$ cat config.mk
export PLATFORM = sky130hd
export DESIGN_NAME = lts_serializer
export DESIGN_NICKNAME = d
export VERILOG_FILES = /design/src/rtl/lts_pkg.sv /design/src/rtl/lts_serializer.sv /design/src/rtl/lts_bit_timer.sv
export SDC_FILE = /design/constraint.sdc
export NUM_CORES = 1
export LEC_CHECK = 0
export ABC_AREA = 1
export BUFFER_PORTS_ARGS = -buffer_cell sky130_fd_sc_hd__buf_4
export CAP_MARGIN = 20
export CORE_MARGIN = 2
export CORE_UTILIZATION = 35
export CTS_CLUSTER_SIZE = 10
export DETAILED_ROUTE_END_ITERATION = 8
export PLACE_DENSITY_LB_ADDON = 0.12
export SYNTH_ARGS = -nofsm -noshare
export SYNTH_HDL_FRONTEND = slang
export SYNTH_SLANG_ARGS = --single-unit
$ cat constraint.sdc
create_clock -name mclk -period 2.4 [get_ports mclk]
set_input_delay 0.48 -clock mclk [delete_from_list [all_inputs] [get_ports mclk]]
set_output_delay 0.48 -clock mclk [all_outputs]
set_load 0.01 [all_outputs]
$ cat src/rtl/lts_pkg.sv
package lts_pkg;

	localparam int          LANES          = 4;
	localparam int          BITS_PER_LANE  = 7;
	localparam int          DATA_W         = LANES * BITS_PER_LANE;

	// Forwarded clock level per bit slot: low for slots 0..2, high for 3..6
	localparam logic [6:0]  FWD_CLK_PATTERN = 7'h78;
	localparam logic [2:0]  BIT_FIRST      = 3'h0;
	localparam logic [2:0]  BIT_LAST       = 3'h6;
	localparam logic [2:0]  BIT_STEP       = 3'h1;

	localparam logic [7:0]  PERIOD_ONE     = 8'h01;
	localparam logic [7:0]  PERIOD_MAX     = 8'hff;
	localparam logic [8:0]  BIT_MULT       = 9'h007;
	localparam logic [2:0]  LOCK_STABLE    = 3'h3;
	localparam logic [2:0]  STABLE_STEP    = 3'h1;

	typedef struct packed {
		logic [DATA_W-1:0] data;
		logic              edge_select_pin;
		logic              shutdown_clear_n;
		logic              pixel_clock_in;
	} lts_pins_t;

	typedef struct packed {
		logic [LANES-1:0] lane_p;
		logic [LANES-1:0] lane_n;
		logic             forwarded_clock_p;
		logic             forwarded_clock_n;
		logic             drive_en;
	} lts_link_t;

endpackage : lts_pkg

$ cat src/rtl/lts_serializer.sv
`timescale 1ns/1ps
module lts_serializer (
	input  wire logic              mclk,
	input  wire logic              reset_n,
	input  wire lts_pkg::lts_pins_t pins,
	output lts_pkg::lts_link_t     link
);
	import lts_pkg::*;

	lts_pins_t          pins_s1_q;
	lts_pins_t          pins_s2_q;
	logic               clk_prev_q;
	logic [2:0]         idx_q;
	logic [2:0]         idx_d;
	logic               fwd_q;
	logic               en_q;
	logic               bit_tick;
	logic               locked;
	logic [LANES-1:0]   lane_bit;

	// Two-flop synchronisers; only the second stage feeds logic
	always_ff @(posedge mclk) begin
		if (!reset_n) begin
			pins_s1_q <= '0;
			pins_s2_q <= '0;
		end else begin
			pins_s1_q <= pins;
			pins_s2_q <= pins_s1_q;
		end
	end

	wire clear_w   = !pins_s2_q.shutdown_clear_n;
	wire hold_w    = !reset_n || clear_w;
	wire rise_w    = pins_s2_q.pixel_clock_in && !clk_prev_q;
	wire fall_w    = !pins_s2_q.pixel_clock_in && clk_prev_q;
	wire cap_edge_w = pins_s2_q.edge_select_pin ? rise_w : fall_w;

	always_ff @(posedge mclk) begin
		if (hold_w) begin
			clk_prev_q <= 1'b0;
		end else begin
			clk_prev_q <= pins_s2_q.pixel_clock_in;
		end
	end

	lts_bit_timer u_bit_timer (
		.mclk       (mclk),
		.reset_n    (reset_n),
		.clear      (clear_w),
		.frame_edge (cap_edge_w),
		.bit_tick   (bit_tick),
		.locked     (locked)
	);

	// Slot index restarts at each capture; saturates so a late tick cannot wrap
	always_comb begin
		idx_d = idx_q;
		if (cap_edge_w) begin
			idx_d = BIT_FIRST;
		end else if (bit_tick && idx_q != BIT_LAST) begin
			idx_d = idx_q + BIT_STEP;
		end
	end

	always_ff @(posedge mclk) begin
		if (hold_w) begin
			idx_q <= BIT_FIRST;
		end else begin
			idx_q <= idx_d;
		end
	end

	always_ff @(posedge mclk) begin
		if (hold_w) begin
			fwd_q <= 1'b0;
		end else begin
			fwd_q <= FWD_CLK_PATTERN[idx_d];
		end
	end

	// Enable follows lock, taken at a capture so the first frame is whole
	always_ff @(posedge mclk) begin
		if (hold_w || !locked) begin
			en_q <= 1'b0;
		end else if (cap_edge_w) begin
			en_q <= 1'b1;
		end
	end

	// Lane l bit b carries data[l*7+b]; the receiver uses the same fixed map
	for (genvar l = 0; l < LANES; l++) begin : g_lane
		logic [BITS_PER_LANE-1:0] sr_q;
		always_ff @(posedge mclk) begin
			if (hold_w) begin
				sr_q <= '0;
			end else if (cap_edge_w) begin
				sr_q <= pins_s2_q.data[l*BITS_PER_LANE +: BITS_PER_LANE];
			end else if (bit_tick) begin
				sr_q <= {1'b0, sr_q[BITS_PER_LANE-1:1]};
			end
		end
		assign lane_bit[l] = sr_q[0];
	end

	// Gated straight off the synchronised shutdown so the off state lands in two edges
	wire on_w = en_q && !clear_w;
	assign link.lane_p            = on_w ? lane_bit : '0;
	assign link.lane_n            = on_w ? ~lane_bit : '0;
	assign link.forwarded_clock_p = on_w && fwd_q;
	assign link.forwarded_clock_n = on_w && !fwd_q;
	assign link.drive_en          = on_w;

endmodule : lts_serializer

$ cat src/rtl/lts_bit_timer.sv
`timescale 1ns/1ps
module lts_bit_timer (
	input  wire logic mclk,
	input  wire logic reset_n,
	input  wire logic clear,
	input  wire logic frame_edge,
	output logic      bit_tick,
	output logic      locked
);
	import lts_pkg::*;

	logic [7:0] cnt_q;
	logic [7:0] meas_q;
	logic [8:0] acc_q;
	logic [2:0] stable_q;

	wire        hold_w    = !reset_n || clear;
	wire        cnt_sat_w = (cnt_q == PERIOD_MAX);
	wire [8:0]  meas_w    = {1'b0, meas_q};
	wire [8:0]  cnt_w     = {1'b0, cnt_q};
	wire        near_w    = (cnt_w <= meas_w + 9'h001) && (cnt_w + 9'h001 >= meas_w);
	wire [8:0]  acc_sum_w = acc_q + BIT_MULT;
	wire        cross_w   = (acc_sum_w >= meas_w) && (meas_q != 8'h00);

	// Six ticks per measured period, the capture giving the seventh slot: a fractional divider standing in for the 7x PLL
	assign bit_tick = !hold_w && !frame_edge && cross_w;
	assign locked   = (stable_q >= LOCK_STABLE);

	always_ff @(posedge mclk) begin
		if (hold_w) begin
			cnt_q <= 8'h00;
		end else if (frame_edge) begin
			cnt_q <= PERIOD_ONE;
		end else if (!cnt_sat_w) begin
			cnt_q <= cnt_q + PERIOD_ONE;
		end
	end

	always_ff @(posedge mclk) begin
		if (hold_w) begin
			meas_q <= 8'h00;
		end else if (frame_edge) begin
			meas_q <= cnt_q;
		end
	end

	// Lock needs several periods agreeing within one cycle; a stopped clock drops it
	always_ff @(posedge mclk) begin
		if (hold_w || cnt_sat_w) begin
			stable_q <= 3'h0;
		end else if (frame_edge) begin
			if (!near_w) begin
				stable_q <= 3'h0;
			end else if (!locked) begin
				stable_q <= stable_q + STABLE_STEP;
			end
		end
	end

	always_ff @(posedge mclk) begin
		if (hold_w || frame_edge) begin
			acc_q <= 9'h000;
		end else if (cross_w) begin
			acc_q <= acc_sum_w - meas_w;
		end else begin
			acc_q <= acc_sum_w;
		end
	end

endmodule : lts_bit_timer

After elaboration in Yosys (flattened, before gate mapping)
Memories as Yosys holds them, arrays and structs flattened. A register that Yosys moved wholly into a read port is not among the register bits. Index checks and enable logic that the tools add are counted.

Add/sub/neg operators: 7. $lt $le $gt $ge: 4. Eq/ne operators: 4. Mux-type cells: 18. Bitwise operators: 1. Reduce and logical (&&, ||, !) cells: 26.

Operators with widths (number): $mux 7 (8); $add 8x1->9 const B (2); $ge 9x8->1 (2); $mux 3 (4); $logic_and 1x1->1 (10); $add 9x3->9 const B (1); $le 8x9->1 (1); $mux 9 (1); $sub 9x8->9 (1); $add 8x1->8 const B (1); $eq 8x8->1 const B (1); $logic_not 1->1 (8); $mux 4 (2); $reduce_bool 8->1 (1); $add 3x1->3 const B (2); $logic_or 1x1->1 (4); $not 4->4 (1); $ge 3x2->1 const B (1); $mux 1 (3); $ne 3x3->1 const B (1); $ne 2x1->1 const B (1); $ne 2x2->1 const B (1); $reduce_and 2->1 (1); $reduce_bool 2->1 (1); $reduce_or 2->1 (1).

Register bits after elaboration: 123. ROM bits: 8. Output and inout port bits: 11. Memories: 1.

Memories: (name not given) (words 8, width 1, rd ports 1, clocked after memory_dff 1, write ports 0, RTL line lts_serializer.sv:77) `fwd_q <= FWD_CLK_PATTERN[idx_d];`.

Logic depth before layout (Yosys ltp)
Depth in word-level cells: 9. Mapped depth: 20. Gate-level depth less buffers: 19.

Hierarchy
From an unflattened synthesis, not the netlist that was laid out.

Cells, all modules: 828. Area total of the unflattened synthesis: 6043.3 um^2.

By module, submodules not included: lts_serializer (instances 1, cells an instance 483, area an instance 3644.7 um^2); lts_bit_timer (instances 1, cells an instance 345, area an instance 2398.6 um^2).

Worst setup path after synthesis
No wires, ideal clock.

Path type: reg2reg. From: reg u_bit_timer.acc_q[0]. To: reg g_lane[1].sr_q[0]. Data arrival time: 2.398 ns. Required time: 2.287 ns. Setup slack: -0.111 ns. Stages on the path, launching flop included: 20. Path buffers: 1. Period minus slack after synthesis: 2.511 ns. Cell sequence: dfxtp_1 inv_1 ha_1 a21oi_4 nand3_1 xnor2_1 ha_1 nand2_1 inv_1 a21oi_1 nand2_1 nand2_1 nand2_2 nand2_4 inv_2 nand2_2 nand2_4 buf_4 o21ai_1 nor2_1.

Word-level cells in the longest chain between the ends: 5.

Ends and longest elaborated chain: start: declaration (RTL line lts_bit_timer.sv:14) `logic [8:0] acc_q;`; start signal: assignment (RTL line lts_bit_timer.sv:64) `acc_q <= acc_sum_w - meas_w;`; start signal: assignment (RTL line lts_bit_timer.sv:66) `acc_q <= acc_sum_w;`; $add 9x3->9 (RTL line lts_bit_timer.sv:22) `wire [8:0] acc_sum_w = acc_q + BIT_MULT;`; $ge 9x8->1 (RTL line lts_bit_timer.sv:23) `wire cross_w = (acc_sum_w >= meas_w) && (meas_q != 8'h00);`; $logic_and 1x1->1 (RTL line lts_bit_timer.sv:23); $logic_and 1x1->1 (RTL line lts_bit_timer.sv:26) `assign bit_tick = !hold_w && !frame_edge && cross_w;`; $reduce_bool 2->1 (no line); end signal: assignment (RTL line lts_serializer.sv:97) `sr_q <= pins_s2_q.data[l*BITS_PER_LANE +: BITS_PER_LANE];`; end signal: assignment (RTL line lts_serializer.sv:99) `sr_q <= {1'b0, sr_q[BITS_PER_LANE-1:1]};`; end: declaration (RTL line lts_serializer.sv:92) `logic [BITS_PER_LANE-1:0] sr_q;`.

Every way passes these cells. A chain may end at the register's enable or synchronous reset.

Worst setup path in the final report
From: reg u_bit_timer.acc_q[0]. To: reg g_lane[3].sr_q[4].

Word-level cells in the longest chain between the ends: 5.

Ends and longest elaborated chain (RTL line): $add 9x3->9 (lts_bit_timer.sv:22); $ge 9x8->1 (lts_bit_timer.sv:23); $logic_and 1x1->1 (lts_bit_timer.sv:23); $logic_and 1x1->1 (lts_bit_timer.sv:26); $reduce_bool 2->1 (no line); end signal: assignment (lts_serializer.sv:97); end signal: assignment (lts_serializer.sv:99); end: declaration (lts_serializer.sv:92).

Every way passes these cells.

==> results.yml <==
routing:
  routed_wl_um: 12100
  ant_nets: 0
  drtIter0Drc: 193
  vias_per_cell: 4.32
  drt_first_pass_iters: 4
  wl_per_cell_um: 11.1
  drc: 0
  via_count: 4718
die:
  die_y_um: 132
  fp-row-count: 46
  die_area_sq_mm: 0.0173
  initial_utilization_pct: 35.8
  pin_count: 44
  die_w_um: 132
  core_area_sq_mm: 0.0159
global_route:
  grt_pass1_wl_um: 20700
  grt_overflow: 0
  track_usage_pct: 14.8
  antenna_found_initial: 0
  grt_pass1_vias: 4576
  grt_max_degree: 63
worst_hold_path:
  hold_start: "pins[22]"
  hp-class: "in -> reg"
clock_network:
  insertion_delay_ns: 0.41
  htree_levels: 4
  clkTransAtPathRegs_ns: 0.06
  cts_buffer_depth: 2
  clockRootBuffer: "clkbuf_16"
  cts-buffers-inserted: 17
  clock-sinks: 124
  cts_tree: "built"
  hold_buffers: 0
power_and_ir_drop:
  ir_drop_uv: 504
  fin_total_pwr_uw: 4980
  pwr_density_cell_mw_per_mm2: 658
  power_leakage_uw: 0.00373
timing:
  rsz0062_at_grt: "true"
  period_needed_ns: 2.54
  worst_pin_slew_ns: 0.565
  layout_setup_ws_ns: -0.137
  clock_skew_ns: 0.00686
  slew_viol_final: 0
  period_share_pct: 106
  hold_viol: 0
  fmax_mhz: 394
  slew_headroom_pct: 62.4
  setup_viol: 32
final_layout:
  antenna_cells: 0
  num-fill-cells: 1619
  drive_above_1_share_pct: 23.5
  final_common_cell: "nand2_1"
  layout_common_cells: "nand2_1, inv_1, dfxtp_1, nor2_1, buf_4"
  nNetsFinal: 931
  postLayoutCoreUtil_pct: 47.6
  syn_to_final_growth_pct: 32.9
yosys:
  seq_area_frac_synth_pct: 43.6
  synth.cell_area_sq_mm: 0.00569
  avgSynthCellArea_sq_um: 7.36
  yosysTopAreaCell: "dfxtp_1"
  synthesis.nets: 839
  ys_types: 38
  syn_inst: 773
  netlist.area_leader.share_pct: 43.6
  yosysWarnings: 0
  async_reset_ff_share_pct: 0
  synth.ff_latch_count: 124
  synth_ff_type: "dfxtp_1"
  synth-edff-count: 0
  synth_area_leaders: "dfxtp_1, nand2_1, inv_1"
setup_path:
  rr_startpoint: "u_bit_timer.acc_q[0]"
  ff2ff_setup_slack_ns: -0.14
  arrival_ns: 2.85
  path_class: "reg -> reg"
  cp-end-kind: "flip-flop"
  cp.required_ns: 2.71
  crit_start: "u_bit_timer.acc_q[0]"
  critPathMaxFanout: 10
  startpoint_type: "flip-flop"
flow_run:
  maxCapViolCount: 0
placed_design:
  dp_hpwl_um: 8560
  gp_congestion: 0.834
  numPortBuffers: 43
  pre_cts_slack_ns: -0.252
run_status:
  violations: "setup timing"
  outcome: "complete, but fails checks"
-- critical path, stage by stage, from the launching register on --
cell and delay (ns):
dfxtp_2 0.34, inv_4 0.04, nand3_1 0.11, and3_4 0.20, nand3_1 0.11, xnor2_2 0.17, ha_1 0.33, nand2_2 0.08
nor2_2 0.04, a21o_1 0.15, nor2_2 0.12, nand2_4 0.07, nand2_4 0.07, inv_4 0.04, nand2_4 0.07, nand2_8 0.12
buf_8 0.19, o21ai_1 0.12, nor2_1 0.05
-- path summary, 6_finish.rpt --
check,cells past startpoint,end
worst min-delay path,3,pins_s1_q[22]
worst min register to register,2,pins_s2_q[11]
worst max register to register,18,g_lane[3].sr_q[4]
worst max-delay path,18,g_lane[3].sr_q[4]
-- where the power goes --
| group | internal, uW | switching [uW] |
|---|---|---|
| combinational | 116 | 130 |
| sequential | 2110 | 14.8 |
| clock | 1690 | 916 |
-- logic make-up (layout without fill, tap and decap cells) --
logic type	after synthesis	count (layout)	synth area share, %
AND/OR/NAND/NOR	358	358	25.8
buffers and inverters	154	258	10.8
flip-flops	124	124	43.6
AO/OA/AOI/OAI	81	81	8.86
adder cells (fa/ha/maj)	33	33	7.39
XOR/XNOR	23	23	3.54
-- what timing repair did --
action | in CTS | in global routing
setup buffers | 6 | 4
setup endpoints to repair | 42 | 44
gates resized for setup | 33 | 31
pin swaps | 15 | 18
gates cloned | 2 | 1
-- flip-flops by register name, summed over array words and instances (netlist names) --
| signal | count |
|---|---|
| en_q | 1 |
| g_lane.sr_q | 28 |
| pins_s1_q | 31 |
| pins_s2_q | 31 |
| clk_prev_q | 1 |
| u_bit_timer.meas_q | 8 |
| u_bit_timer.acc_q | 9 |
| fwd_q | 1 |
| idx_q | 3 |
| u_bit_timer.stable_q | 3 |
| u_bit_timer.cnt_q | 8 |
-- layout make-up --
type                    count  area, sq um  area share (%)
clock inverters             9          138            1.82
flip-flops and latches    124         2490            32.9
inverters                 127          494            6.54
repair buffers            100          860            11.4
multi-input cells         495         2850            37.6
clock buffers              22          464            6.14
well taps                 216          270            3.57
-- synth_stat cells (2+ instances only) --
cell and instances:
o211ai_1 2, xnor2_1 5, or2_2 2, a211oi_1 4, a31oi_1 3, xor2_1 18, o21ai_2 13, buf_4 2
a21oi_1 31, nor2_2 2, nand3b_1 4, nand2_4 2, dfxtp_1 124, buf_6 3, ha_1 32, a21o_1 3
nor3_1 5, inv_1 123, o21ai_0 12, clkbuf_1 16, nand4_1 6, a21oi_2 2, buf_2 6, nand3_1 24
nor2_1 116, nand2_2 5, o21ai_1 8, nand2_1 188, inv_2 3
-- per-layer routing --
metal	GRT usage [%]	part of all wire (%)	vias up
li1	-	-	2540
met1	17.4	47	2108
met2	25.7	49	52
met3	3.59	2.7	18
met4	6.28	1.7	0
met5	0	0	-
-- stage by stage --
| stage | area (sq um) | TNS (ns) | instances | hold slack, ns |
|---|---|---|---|---|
| after floorplan | 5710 | 0 | 773 | 0.390 |
| after global placement | 6500 | -3.78 | 1048 | 0.395 |
| after detailed placement | 6500 | -5.43 | 1048 | 0.397 |
| after global routing | 7560 | -10.99 | 1093 | 0.234 |
| final | 7560 | -3.29 | 1093 | 0.245 |
| after CTS | 7340 | -3.91 | 1087 | 0.224 |
Power figures use the tool's default switching activity.
